File: src/ptvs_pkg.sv
// Package of constants for the power transition value set sequencer
package ptvs_pkg;
  // ----------------------------------------------------------------
  // Sizes
  // ----------------------------------------------------------------
  localparam int DATA_W = 16;
  localparam int ADDR_W = 8;
  localparam int NUM_STEPS = 6;
  localparam int MEM_AW = 4;
  localparam int MEM_W = 48;
  // ----------------------------------------------------------------
  // Register map (word addresses)
  // ----------------------------------------------------------------
  localparam logic [ADDR_W-1:0] ADDR_CTRL = 8'h40;
  localparam logic [ADDR_W-1:0] ADDR_STATUS = 8'h41;
  localparam logic [ADDR_W-1:0] ADDR_STEP = 8'h42;
  localparam logic [ADDR_W-1:0] ADDR_CORE_MON = 8'h43;
  localparam logic [ADDR_W-1:0] ADDR_MAIN_MON = 8'h44;
  localparam int SHADOW_SEL_BIT = 7;
  localparam int SHADOW_SEQ_BIT = 5;
  localparam int SHADOW_STEP_LSB = 2;
  localparam logic [1:0] KIND_STEP = 2'h0;
  localparam logic [1:0] KIND_CORE = 2'h1;
  localparam logic [1:0] KIND_MAIN = 2'h2;
  // ----------------------------------------------------------------
  // Control and status fields
  // ----------------------------------------------------------------
  localparam int CTRL_A_BIT = 0;
  localparam int CTRL_B_BIT = 1;
  localparam int CTRL_GSC_BIT = 2;
  localparam int CTRL_PEND_BIT = 3;
  localparam int STAT_LAST_BIT = 0;
  localparam int STAT_CLK_BIT = 1;
  localparam int STAT_STEP_LSB = 4;
  localparam int STAT_STATE_LSB = 8;
  // ----------------------------------------------------------------
  // Step value fields
  // ----------------------------------------------------------------
  localparam int CORE_FIELD_LSB = 3;
  localparam int MAIN_FIELD_LSB = 0;
  localparam int WAIT_FIELD_LSB = 8;
  localparam int DIV_BIT = 13;
  localparam logic [2:0] CORE_CLK_STOP = 3'h7;
  localparam logic [2:0] CORE_CLK_RUN = 3'h6;
  localparam logic [DATA_W-1:0] STEP_DISABLED = 16'h0000;
  // ----------------------------------------------------------------
  // Timing and reset values
  // ----------------------------------------------------------------
  localparam logic [6:0] DIV_WAIT_CYCLES = 7'h40;
  localparam logic [DATA_W-1:0] RESET_STEP = 16'h0000;
  localparam logic [DATA_W-1:0] RESET_MON = 16'h0000;
  localparam logic RESET_LAST_SEQ = 1'b1;

  typedef enum logic [2:0] {
    PTVS_IDLE  = 3'b000,
    PTVS_FETCH = 3'b001,
    PTVS_APPLY = 3'b010,
    PTVS_WAIT  = 3'b011,
    PTVS_GSC   = 3'b100
  } ptvs_state_e;

  // Three-bit regulator field at a given position of a step value
  function automatic logic [2:0] ptvs_field3(input logic [DATA_W-1:0] v, input int lsb);
    ptvs_field3 = v[lsb +: 3];
  endfunction
endpackage

File: src/ptvs_shadow_if.sv
// Carrier between the sequencer and its shadow value set memory
`timescale 1ns/1ps
interface ptvs_shadow_if;
  logic [ptvs_pkg::MEM_AW-1:0] wr_addr;
  logic [2:0] wr_lane;
  logic [ptvs_pkg::DATA_W-1:0] wr_data;
  logic [ptvs_pkg::MEM_AW-1:0] rd_addr;
  logic rd_en;
  logic [ptvs_pkg::MEM_W-1:0] rd_data;
  modport ctrl (output wr_addr, wr_lane, wr_data, rd_addr, rd_en, input rd_data);
  modport mem (input wr_addr, wr_lane, wr_data, rd_addr, rd_en, output rd_data);
endinterface

File: src/ptvs_sequencer.sv
// Power transition sequencer copying shadow value sets into supply controls
`timescale 1ns/1ps
module ptvs_sequencer (
  // Clock, reset, enable
  input wire logic sys_clk_in,
  input wire logic resetn_in,
  input wire logic clk_en_in,
  // Register port
  input wire logic [ptvs_pkg::ADDR_W-1:0] reg_addr_in,
  input wire logic [ptvs_pkg::DATA_W-1:0] reg_wdata_in,
  input wire logic reg_wr_in,
  input wire logic reg_rd_in,
  output logic [ptvs_pkg::DATA_W-1:0] reg_rdata_out,
  // Wakeup request pin and shutdown controller
  input wire logic wakeup_request_in,
  input wire logic shutdown_ack_in,
  output logic shutdown_trigger_out,
  // Supply control registers
  output logic [ptvs_pkg::DATA_W-1:0] active_step_control_out,
  output logic [ptvs_pkg::DATA_W-1:0] core_monitor_control_out,
  output logic [ptvs_pkg::DATA_W-1:0] main_monitor_control_out,
  // Core domain clock and processor
  output logic core_clock_enable_out,
  output logic cpu_halt_out
);
  import ptvs_pkg::*;

  ptvs_shadow_if sh ();

  ptvs_shadow_mem u_mem (
    .sys_clk_in(sys_clk_in),
    .clk_en_in(clk_en_in),
    .sh(sh)
  );

  ptvs_state_e state, next_state;
  logic seq_b_active, next_seq_b_active;
  logic [2:0] step, next_step;
  logic [6:0] wait_cnt, next_wait_cnt;
  logic seq_a_en, next_seq_a_en;
  logic seq_b_en, next_seq_b_en;
  logic b_pending, next_b_pending;
  logic last_seq, next_last_seq;
  logic gsc_enable, next_gsc_enable;
  logic core_clk_on, next_core_clk_on;
  logic gsc_trig, next_gsc_trig;
  logic [DATA_W-1:0] step_reg, next_step_reg;
  logic [DATA_W-1:0] core_mon, next_core_mon;
  logic [DATA_W-1:0] main_mon, next_main_mon;
  logic [DATA_W-1:0] rdata, next_rdata;
  logic wake_ff1, wake_ff2, wake_ff3;
  logic ack_ff1, ack_ff2;
  logic wake_rise;
  logic [DATA_W-1:0] fetched_step;
  logic is_shadow;
  logic [1:0] shadow_kind;
  logic advance;
  logic [6:0] step_wait;

  // ----------------------------------------------------------------
  // Pin synchronisers
  // ----------------------------------------------------------------
  // First stages feed only the second stages; the edge detector uses later ones
  always_ff @(posedge sys_clk_in or negedge resetn_in) begin
    if (!resetn_in) begin
      wake_ff1 <= 1'b0;
      wake_ff2 <= 1'b0;
      wake_ff3 <= 1'b0;
      ack_ff1 <= 1'b0;
      ack_ff2 <= 1'b0;
    end else if (clk_en_in) begin
      wake_ff1 <= wakeup_request_in;
      wake_ff2 <= wake_ff1;
      wake_ff3 <= wake_ff2;
      ack_ff1 <= shutdown_ack_in;
      ack_ff2 <= ack_ff1;
    end
  end

  assign wake_rise = wake_ff2 & ~wake_ff3;

  // ----------------------------------------------------------------
  // Shadow memory access
  // ----------------------------------------------------------------
  // Shadows are write only, so the single read port belongs to the sequencer
  assign is_shadow = ~reg_addr_in[SHADOW_SEL_BIT] && (reg_addr_in[6] == 1'b0);
  assign shadow_kind = reg_addr_in[1:0];
  assign sh.wr_addr = {reg_addr_in[SHADOW_SEQ_BIT], reg_addr_in[SHADOW_STEP_LSB +: 3]};
  assign sh.wr_data = reg_wdata_in;
  assign sh.wr_lane[0] = reg_wr_in && is_shadow && (shadow_kind == KIND_STEP);
  assign sh.wr_lane[1] = reg_wr_in && is_shadow && (shadow_kind == KIND_CORE);
  assign sh.wr_lane[2] = reg_wr_in && is_shadow && (shadow_kind == KIND_MAIN);
  assign sh.rd_addr = {seq_b_active, step};
  assign sh.rd_en = (state == PTVS_FETCH);
  assign fetched_step = sh.rd_data[DATA_W-1:0];

  // ----------------------------------------------------------------
  // Sequencer next state
  // ----------------------------------------------------------------
  always_comb begin
    next_state = state;
    next_seq_b_active = seq_b_active;
    next_step = step;
    next_wait_cnt = wait_cnt;
    next_seq_a_en = seq_a_en;
    next_seq_b_en = seq_b_en;
    next_b_pending = b_pending;
    next_last_seq = last_seq;
    next_gsc_enable = gsc_enable;
    next_core_clk_on = core_clk_on;
    next_gsc_trig = 1'b0;
    next_step_reg = step_reg;
    next_core_mon = core_mon;
    next_main_mon = main_mon;
    advance = 1'b0;
    step_wait = 7'h00;
    // Wakeup pin or software both request sequence B; it waits for A
    if (wake_rise || (reg_wr_in && reg_addr_in == ADDR_CTRL && reg_wdata_in[CTRL_B_BIT])) begin
      next_b_pending = 1'b1;
    end
    if (reg_wr_in && reg_addr_in == ADDR_CTRL) begin
      next_gsc_enable = reg_wdata_in[CTRL_GSC_BIT];
    end
    case (state)
      PTVS_IDLE: begin
        // A is started by software only; while busy a trigger is ignored
        if (reg_wr_in && reg_addr_in == ADDR_CTRL && reg_wdata_in[CTRL_A_BIT]) begin
          next_state = PTVS_FETCH;
          next_seq_b_active = 1'b0;
          next_seq_a_en = 1'b1;
          next_step = 3'h0;
        end else if (b_pending && !last_seq) begin
          next_state = PTVS_FETCH;
          next_seq_b_active = 1'b1;
          next_seq_b_en = 1'b1;
          next_b_pending = 1'b0;
          next_step = 3'h0;
        end
      end
      PTVS_FETCH: begin
        next_state = PTVS_APPLY; // First of two cycles per step
      end
      PTVS_APPLY: begin
        // All three registers copied in parallel zero value skips
        if (fetched_step != STEP_DISABLED) begin
          next_step_reg = fetched_step;
          next_core_mon = sh.rd_data[DATA_W +: DATA_W];
          next_main_mon = sh.rd_data[2*DATA_W +: DATA_W];
          if (ptvs_field3(fetched_step, CORE_FIELD_LSB) == CORE_CLK_STOP) begin
            next_core_clk_on = 1'b0;
          end else if (ptvs_field3(fetched_step, CORE_FIELD_LSB) == CORE_CLK_RUN) begin
            next_core_clk_on = 1'b1;
          end
          if (fetched_step[DIV_BIT]) begin
            step_wait = DIV_WAIT_CYCLES;
          end else begin
            step_wait = {5'h00, fetched_step[WAIT_FIELD_LSB +: 2]};
          end
        end
        // The copy itself is the two cycles; WAIT holds only extra cycles
        next_wait_cnt = step_wait;
        if (step_wait != 7'h00) begin
          next_state = PTVS_WAIT;
        end else begin
          advance = 1'b1;
        end
      end
      PTVS_WAIT: begin
        if (wait_cnt > 7'h01) begin
          next_wait_cnt = wait_cnt - 7'h01;
        end else begin
          next_wait_cnt = 7'h00;
          advance = 1'b1;
        end
      end
      PTVS_GSC: begin
        // Only reached with the controller enabled; waits for its ack
        if (ack_ff2) begin
          next_state = PTVS_IDLE;
          next_seq_a_en = 1'b0;
          next_seq_b_en = 1'b0;
          next_last_seq = 1'b1;
        end
      end
      default: begin
        next_state = PTVS_IDLE;
      end
    endcase
    // Step advance, shared by a copy or disabled-step skip without extra wait and the end of a wait
    if (advance) begin
      if (step == 3'(NUM_STEPS - 1)) begin
        // Sequence A or bypassed controller: go straight home, no trigger
        if (gsc_enable && seq_b_active) begin
          next_gsc_trig = 1'b1;
          next_state = PTVS_GSC;
        end else begin
          next_state = PTVS_IDLE;
          next_seq_a_en = 1'b0;
          next_seq_b_en = 1'b0;
          next_last_seq = seq_b_active;
        end
      end else begin
        next_step = step + 3'h1;
        next_state = PTVS_FETCH;
      end
    end
  end

  // ----------------------------------------------------------------
  // Register read path
  // ----------------------------------------------------------------
  // Unmapped and shadow addresses read as zero
  always_comb begin
    next_rdata = 16'h0000;
    if (reg_rd_in) begin
      case (reg_addr_in)
        ADDR_CTRL: begin
          next_rdata[CTRL_A_BIT] = seq_a_en;
          next_rdata[CTRL_B_BIT] = seq_b_en;
          next_rdata[CTRL_GSC_BIT] = gsc_enable;
          next_rdata[CTRL_PEND_BIT] = b_pending;
        end
        ADDR_STATUS: begin
          next_rdata[STAT_LAST_BIT] = last_seq;
          next_rdata[STAT_CLK_BIT] = core_clk_on;
          next_rdata[STAT_STEP_LSB +: 3] = step;
          next_rdata[STAT_STATE_LSB +: 3] = state;
        end
        ADDR_STEP: next_rdata = step_reg;
        ADDR_CORE_MON: next_rdata = core_mon;
        ADDR_MAIN_MON: next_rdata = main_mon;
        default: next_rdata = 16'h0000;
      endcase
    end
  end

  // ----------------------------------------------------------------
  // State registers
  // ----------------------------------------------------------------
  always_ff @(posedge sys_clk_in or negedge resetn_in) begin
    if (!resetn_in) begin
      state <= PTVS_IDLE;
      seq_b_active <= 1'b0;
      step <= 3'h0;
      wait_cnt <= 7'h00;
      seq_a_en <= 1'b0;
      seq_b_en <= 1'b0;
      b_pending <= 1'b0;
      last_seq <= RESET_LAST_SEQ;
      gsc_enable <= 1'b0;
      core_clk_on <= 1'b1;
      gsc_trig <= 1'b0;
      step_reg <= RESET_STEP;
      core_mon <= RESET_MON;
      main_mon <= RESET_MON;
      rdata <= 16'h0000;
    end else if (clk_en_in) begin
      state <= next_state;
      seq_b_active <= next_seq_b_active;
      step <= next_step;
      wait_cnt <= next_wait_cnt;
      seq_a_en <= next_seq_a_en;
      seq_b_en <= next_seq_b_en;
      b_pending <= next_b_pending;
      last_seq <= next_last_seq;
      gsc_enable <= next_gsc_enable;
      core_clk_on <= next_core_clk_on;
      gsc_trig <= next_gsc_trig;
      step_reg <= next_step_reg;
      core_mon <= next_core_mon;
      main_mon <= next_main_mon;
      rdata <= next_rdata;
    end
  end

  // ----------------------------------------------------------------
  // Outputs
  // ----------------------------------------------------------------
  assign reg_rdata_out = rdata;
  assign shutdown_trigger_out = gsc_trig;
  assign active_step_control_out = step_reg;
  assign core_monitor_control_out = core_mon;
  assign main_monitor_control_out = main_mon;
  assign core_clock_enable_out = core_clk_on;
  // Debug clocks keep running, but the processor sits still
  assign cpu_halt_out = ~core_clk_on;
endmodule

File: src/ptvs_shadow_mem.sv
// Shadow value set memory: one word per step holding step, core and main values
`timescale 1ns/1ps
module ptvs_shadow_mem (
  // Clock and enable
  input wire logic sys_clk_in,
  input wire logic clk_en_in,
  // Access port
  ptvs_shadow_if.mem sh
);
  import ptvs_pkg::*;
  logic [MEM_W-1:0] mem [0:(1<<MEM_AW)-1];
  logic [MEM_W-1:0] next_rd_data;
  logic [MEM_W-1:0] rd_q;

  // Read data come from a register; no reset so the array maps to RAM
  always_comb begin
    next_rd_data = sh.rd_en ? mem[sh.rd_addr] : rd_q;
  end

  always_ff @(posedge sys_clk_in) begin
    if (clk_en_in) begin
      rd_q <= next_rd_data;
      for (int l = 0; l < 3; l++) begin
        if (sh.wr_lane[l]) begin
          mem[sh.wr_addr][l*DATA_W +: DATA_W] <= sh.wr_data;
        end
      end
    end
  end

  assign sh.rd_data = rd_q;
endmodule
File: config.mk
export PLATFORM = sky130hd
export DESIGN_NAME = ptvs_sequencer
export DESIGN_NICKNAME = d
export VERILOG_FILES = /design/src/ptvs_pkg.sv /design/src/ptvs_shadow_if.sv /design/src/ptvs_sequencer.sv /design/src/ptvs_shadow_mem.sv
export SDC_FILE = /design/constraint.sdc
export NUM_CORES = 1
export LEC_CHECK = 0
export BUFFER_PORTS_ARGS = -buffer_cell sky130_fd_sc_hd__buf_2
export CORE_MARGIN = 2
export CORE_UTILIZATION = 62
export CTS_CLUSTER_SIZE = 40
export DETAILED_ROUTE_END_ITERATION = 7
export GPL_TIMING_DRIVEN = 0
export PLACE_DENSITY = 0.79
export SYNTH_ARGS = -nofsm -noshare
export SYNTH_HDL_FRONTEND = slang
export SYNTH_HIERARCHICAL = 1
export SYNTH_SLANG_ARGS = --single-unit
File: constraint.sdc
create_clock -name sys_clk_in -period 3.1 [get_ports sys_clk_in]
set_input_delay 0.62 -clock sys_clk_in [delete_from_list [all_inputs] [get_ports sys_clk_in]]
set_output_delay 0.62 -clock sys_clk_in [all_outputs]
set_load 0.1 [all_outputs]
* Yosys cells after proc, flatten, opt, wreduce, memory -nomap -nowiden
Memories as Yosys holds them, arrays and structs flattened. A register that Yosys moved wholly into a read port is not among the register bits. Index checks and enable logic that the tools add are counted.
Storage, ports and cells: memories 1, register bits 90, RAM bits 768, output and inout bits 67
Operators by class: reductions and logical operators 26, magnitude comparators 1, bitwise operators 5, equality and inequality tests 18, multiplexer cells 66, add/subtract/negate cells 2
Memory list:
- u_mem.mem | depth 16, bits a word 48, rd ports 1, clocked after memory_dff 1, write ports 1, RTL line ptvs_shadow_mem.sv:11 | logic [MEM_W-1:0] mem [0:(1<<MEM_AW)-1];
Operators with widths (count):
- 8-bit by 7-bit == test with 1-bit output (second input constant) | 5
- 1-bit two-way mux | 38
- 3-bit two-way mux | 12
- 7-bit two-way mux | 4
- 3-bit one-hot mux with 4 select lines | 2
- 16-bit two-way mux | 1
- 16-bit nonzero test | 1
- 3-bit one-hot mux with 5 select lines | 1
- 5-bit one-hot mux with 3 select lines | 1
- 7-bit one-hot mux with 2 select lines | 1
- 3-bit == test (second input constant) | 4
- 1-bit logical AND | 10
- 2-bit one-hot mux with 5 select lines | 1
- 2-bit one-hot mux with 4 select lines | 1
- 7-bit by 1-bit > comparator with 1-bit output (second input constant) | 1
- 7-bit nonzero test | 1
- 7-bit by 1-bit subtractor with 7-bit output (second input constant) | 1
- 3-bit by 2-bit == test with 1-bit output (second input constant) | 2
- 3-bit inequality test (second input constant) | 2
- 1-bit one-hot mux with 2 select lines | 3
- 2-bit AND reduction | 3
- 3-bit AND reduction | 2
- 2-bit nonzero test | 3
- 5-bit AND reduction | 1
- 14 further kinds | 17

* Depth between registers and ports, before layout
word-level depth 8, mapped depth 9, depth with buffers taken out 7

* Cells and area by module
Netlist, hierarchy kept.
Modules (own cells, without submodules):
- ptvs_shadow_mem | cells each 1300, area each 30404.2 um2, instances 1
- ptvs_sequencer | cells each 378, area each 4297.9 um2, instances 1

* Least setup slack after synthesis
Ideal clock, no wire load.
path type in2reg, from input reg_addr_in[1] (netlist name), to memory u_mem.mem[3][32], enable pin, arrival time 3.030 ns, cell stages on the path 6, path slack -0.360 ns, path buffers 2, library setup time 0.430 ns, cell sequence buf_6 -> clkbuf_1 -> nand2_1 -> nor4_1 -> nand2_1 -> nor4_1
On the way: word-level cells in the longest chain between the ends 5
Ends and longest elaborated chain:
- start, declared | RTL line ptvs_sequencer.sv:9 | input wire logic [ptvs_pkg::ADDR_W-1:0] reg_addr_in,
- 2-bit == test | RTL line ptvs_sequencer.sv:92 | assign sh.wr_lane[2] = reg_wr_in && is_shadow && (shadow_kind == KIND_MAIN);
- 1-bit logical AND | RTL line ptvs_sequencer.sv:92
- via sh.wr_lane[2] | RTL line ptvs_shadow_if.sv:5 | logic [2:0] wr_lane;
- 1-bit two-way mux | RTL line ptvs_shadow_mem.sv:24 | if (sh.wr_lane[l]) begin
- 1-bit two-way mux | RTL line ptvs_shadow_mem.sv:21 | if (clk_en_in) begin
- 1-bit two-way mux (implied by the code) | RTL line ptvs_shadow_mem.sv:25 | mem[sh.wr_addr][l*DATA_W +: DATA_W] <= sh.wr_data;
- end, declared | RTL line ptvs_shadow_mem.sv:11
The timed path passes the listed nets, and every way through them passes these cells.

* Worst setup path after layout
from input reg_addr_in[1] (netlist name), to memory u_mem.mem[10][38], enable pin
Same word-level chain as after synthesis.

==> flow_summary.json <==
{
  "die-area_um2": 57880,
  "switching_share": 0.3332,
  "routabilityCongestion": 0.9141,
  "finalMaxSlewViolations": 0,
  "max_slew_margin": 0.2949,
  "crit_type": "primary input to register",
  "holdPathEnd": "ack_ff1$_DFFE_PN0P_",
  "wl_per_cell_um": 31.25,
  "largest_reg_flops": 768,
  "synth-seq-cells": 906,
  "final_cell_area_um2": 39700,
  "synthXorXnorAreaFrac": 0,
  "post-route-period-util": 0.9761,
  "largest-register": "u_mem/mem",
  "slowest_delay_ns": 0.93,
  "fmax_mhz": 330.5,
  "clk_pin_slew_ns": 0.06,
  "grt_max_degree": 56,
  "rsz0062_at_grt": "yes",
  "max_cap_violations": 0,
  "dr.pass1.iters": 6,
  "hold_path_class": "primary input to register",
  "muxShareOfSynthArea": 0.1438,
  "status": "finished, final reports clean",
  "p_leak_nw": 13.09,
  "hpwl_mm": 53.13,
  "pin_count": 98,
  "crit_chain": "buf_6, clkbuf_1, nand2_1, nor4_1, nand2_1, clkbuf_1, nor2_2",
  "r2r_slack_ns": 0.13,
  "fp.dieW_um": 240.6,
  "powerDensity_nw_per_um2": 892.8,
  "cts_buffers": 87,
  "dpl_cell_area_um2": 36800,
  "via_count": 18430,
  "postRouteAntennaNets": 0,
  "clk_latency_ns": 0.63,
  "ctsHtreeMaxLevel": 3,
  "gr-total-overflow": 0,
  "synth_area_per_cell_um2": 20.68,
  "rows": 86,
  "holdPathStages": 2,
  "synthSimpleGateAreaFrac": 0.03007,
  "ys_seq_area_frac": 0.7711,
  "vias_per_cell": 6.781,
  "hold_viol": 0,
  "wl_mm": 84.94,
  "timing.critical_path.fanout_max": 16,
  "coreArea_um2": 55200,
  "synth_ff_type": "edfxtp_1",
  "finalSetupTns_ns": 0,
  "synth_cell_type_count": 58,
  "cts_tree": "done",
  "clockPowerShare": 0.299,
  "p_int_w": 0.02364,
  "die_h_um": 240.6,
  "area_delta_synth_final_pct": 14.41,
  "p_sw_w": 0.01181,
  "skew_ns": 0.03750,
  "cts_root_buffer": "clkbuf_16",
  "worstSetupStartpointType": "primary input",
  "async_flop_share": 0.09934,
  "port_buffers": 96,
  "vdd_drop_max_uv": 778.8,
  "clkSinkCount": 906,
  "tightest_slew_ns": 1.058,
  "drive_above_1_share": 0.3034,
  "p_comb_frac": 0.288,
  "whs_ns": 0.2229,
  "groute.usage.overall": 0.3032,
  "yosys_warnings": 6,
  "rr_worst_depth": 5,
  "hp-start": "shutdown_ack_in",
  "finalSetupViolations": 0,
  "grt_pass1_vias": 18410,
  "final_nets": 1932,
  "antenna_found_initial": 6,
  "synthAdderAreaFrac": 0.001442,
  "synth_edf_count": 816,
  "drt_iter0_drc": 2405,
  "cp_slowest_cell": "nor2_2",
  "endpoint_kind": "register",
  "seq_power_share": 0.413,
  "syn_inst": 1678,
  "cp_data_required_time_ns": 3.34,
  "total_power_w": 0.03545,
  "synth-compound-area-share": 0.03988,
  "syn_nets": 1713,
  "reg2reg_to": "u_mem/sh.rd_data[41]$_DFFE_PP_",
  "synth_top_family_by_area": "multiplexers",
  "start_util": 0.6287,
  "period_needed_ns": 3.026,
  "final_util": 0.7193,
  "grt_pass1_wl_mm": 124.0,
  "reg2reg_from": "step[1]$_DFFE_PN0P_",
  "drc": 0,
  "syn_area_um2": 34700,
  "arrival_ns": 3.26,
  "clock_path_buffers": 3
}
[power by group through the flow]
stage	Combinational, W	Sequential [W]	Clock, W
6_report	0.0102	0.0146	0.0106
5_1_grt	0.0107	0.0147	0.0111
4_1_cts	0.0102	0.0146	0.0107
3_5_place_dp	0.0100	0.0149	0
3_3_place_gp	0.00982	0.0149	0
2_1_floorplan	0.00510	0.0169	0
[layout by cell type (no fill, tap or decap), types with 9 or more instances in the layout]
| cell | synthesis | routed |
|---|---|---|
| edfxtp_1 | 816 | 816 |
| mux4_2 | 193 | 193 |
| buf_2 | 16 | 111 |
| a22oi_1 | 110 | 110 |
| clkbuf_16 | 0 | 90 |
| dfrtp_1 | 88 | 88 |
| nand2_1 | 85 | 85 |
| clkbuf_1 | 46 | 64 |
| mux2_2 | 50 | 50 |
| nor2_2 | 0 | 38 |
| nor2_1 | 73 | 31 |
| buf_4 | 18 | 22 |
| a21oi_1 | 21 | 21 |
| clkinv_2 | 0 | 18 |
| buf_8 | 0 | 17 |
| o21ai_0 | 15 | 15 |
| nor2b_1 | 14 | 14 |
| o2bb2ai_1 | 11 | 11 |
| clkbuf_8 | 0 | 11 |
| inv_1 | 10 | 10 |
| clkinv_1 | 0 | 10 |
| buf_1 | 11 | 10 |
| buf_6 | 1 | 9 |
| nand3_1 | 9 | 9 |
[routing by layer]
layer,up-vias,wire length [µm],global-route usage
met5,-,49,0
met4,6,2954,0.1022
met3,212,8942,0.07492
met2,1213,42080,0.4924
met1,9601,30910,0.4105
li1,7400,-,-
[kinds of logic (layout without fill, tap and decap cells)]
kind of cell	after synthesis	after routing
flip-flops	906	906
multiplexers	249	249
AND/OR/NAND/NOR	227	227
AO/OA/AOI/OAI	190	190
buffers and inverters	102	392
adder cells (fa/ha/maj)	4	4
other	0	2
[metrics by stage]
| step | setup slack, ns | cells |
|---|---|---|
| global route | -0.1008 | 2716 |
| finish | 0.07424 | 2718 |
| CTS | 0.02444 | 2716 |
| global placement | -1.917 | 2522 |
| detailed placement | -0.4631 | 2555 |
| floorplan | -0.3604 | 1678 |
[layout make-up]
type                    instances  area [µm²]
clock buffers                 120        2475
plain buffers                  92       442.9
fillers                      3108       15500
repair buffers                130       991.0
diodes                          2       5.005
clock inverters                40       394.1
inverters                      10       37.54
flip-flops and latches        906       26760
multi-input cells             670        7665
well taps                     748       935.9
[repair_timing]
| item | CTS | global route |
|---|---|---|
| setup endpoints to repair | 8 | 68 |
| buffers inserted | 0 | 0 |
| cloned | 0 | 0 |
| pin swaps | 0 | 0 |
| endpoints found under the hold margin | 35 | 0 |
| hold buffers | 1 | 0 |
| resized for setup | 1 | 5 |
[critical path, delay by kind of cell]
family,cells,cell delay [ns]
buf+inv,3,0.93
simple gates,4,1.70
[cells in the mapped netlist (3+ instances only)]
library cell	number	area [µm²]
nor3_1	7	35.03
inv_1	10	37.54
nor2_1	73	274.0
and2_1	3	18.77
o21ai_0	15	75.07
nor4_1	12	75.07
mux2i_1	3	30.03
a211oi_1	3	22.52
a22oi_1	110	825.8
buf_2	16	80.08
and2_0	3	18.77
nand2_1	85	319.1
nand2b_1	3	18.77
nor3b_1	3	22.52
clkbuf_1	46	172.7
nand3_1	9	45.04
ha_1	4	50.05
dfrtp_1	88	2202
buf_4	18	135.1
buf_1	11	41.29
edfxtp_1	816	24500
mux4_2	193	4347
a32oi_1	6	52.55
nor2b_1	14	87.58
mux2_2	50	563.0
o2bb2ai_1	11	96.34
a21oi_1	21	105.1
o21ai_1	3	15.01
[worst max-delay path by stage]
stage / start / endpoint / slack, ns / depth (start not counted)
5_1_grt: reg_addr_in[1] / u_mem/mem[11][39]$_DFFE_PP_ / -0.10 / 7
6_report: reg_addr_in[1] / u_mem/mem[10][38]$_DFFE_PP_ / 0.07 / 7
3_5_place_dp: reg_addr_in[1] / u_mem/mem[8][39]$_DFFE_PP_ / -0.46 / 7
4_1_cts: reg_addr_in[0] / u_mem/mem[4][16]$_DFFE_PP_ / 0.02 / 7
3_3_place_gp: reg_addr_in[1] / u_mem/mem[12][43]$_DFFE_PP_ / -1.92 / 6
2_1_floorplan: reg_addr_in[1] / u_mem/mem[3][32]$_DFFE_PP_ / -0.36 / 6
Note: power is estimated with default switching activity, not from simulation.
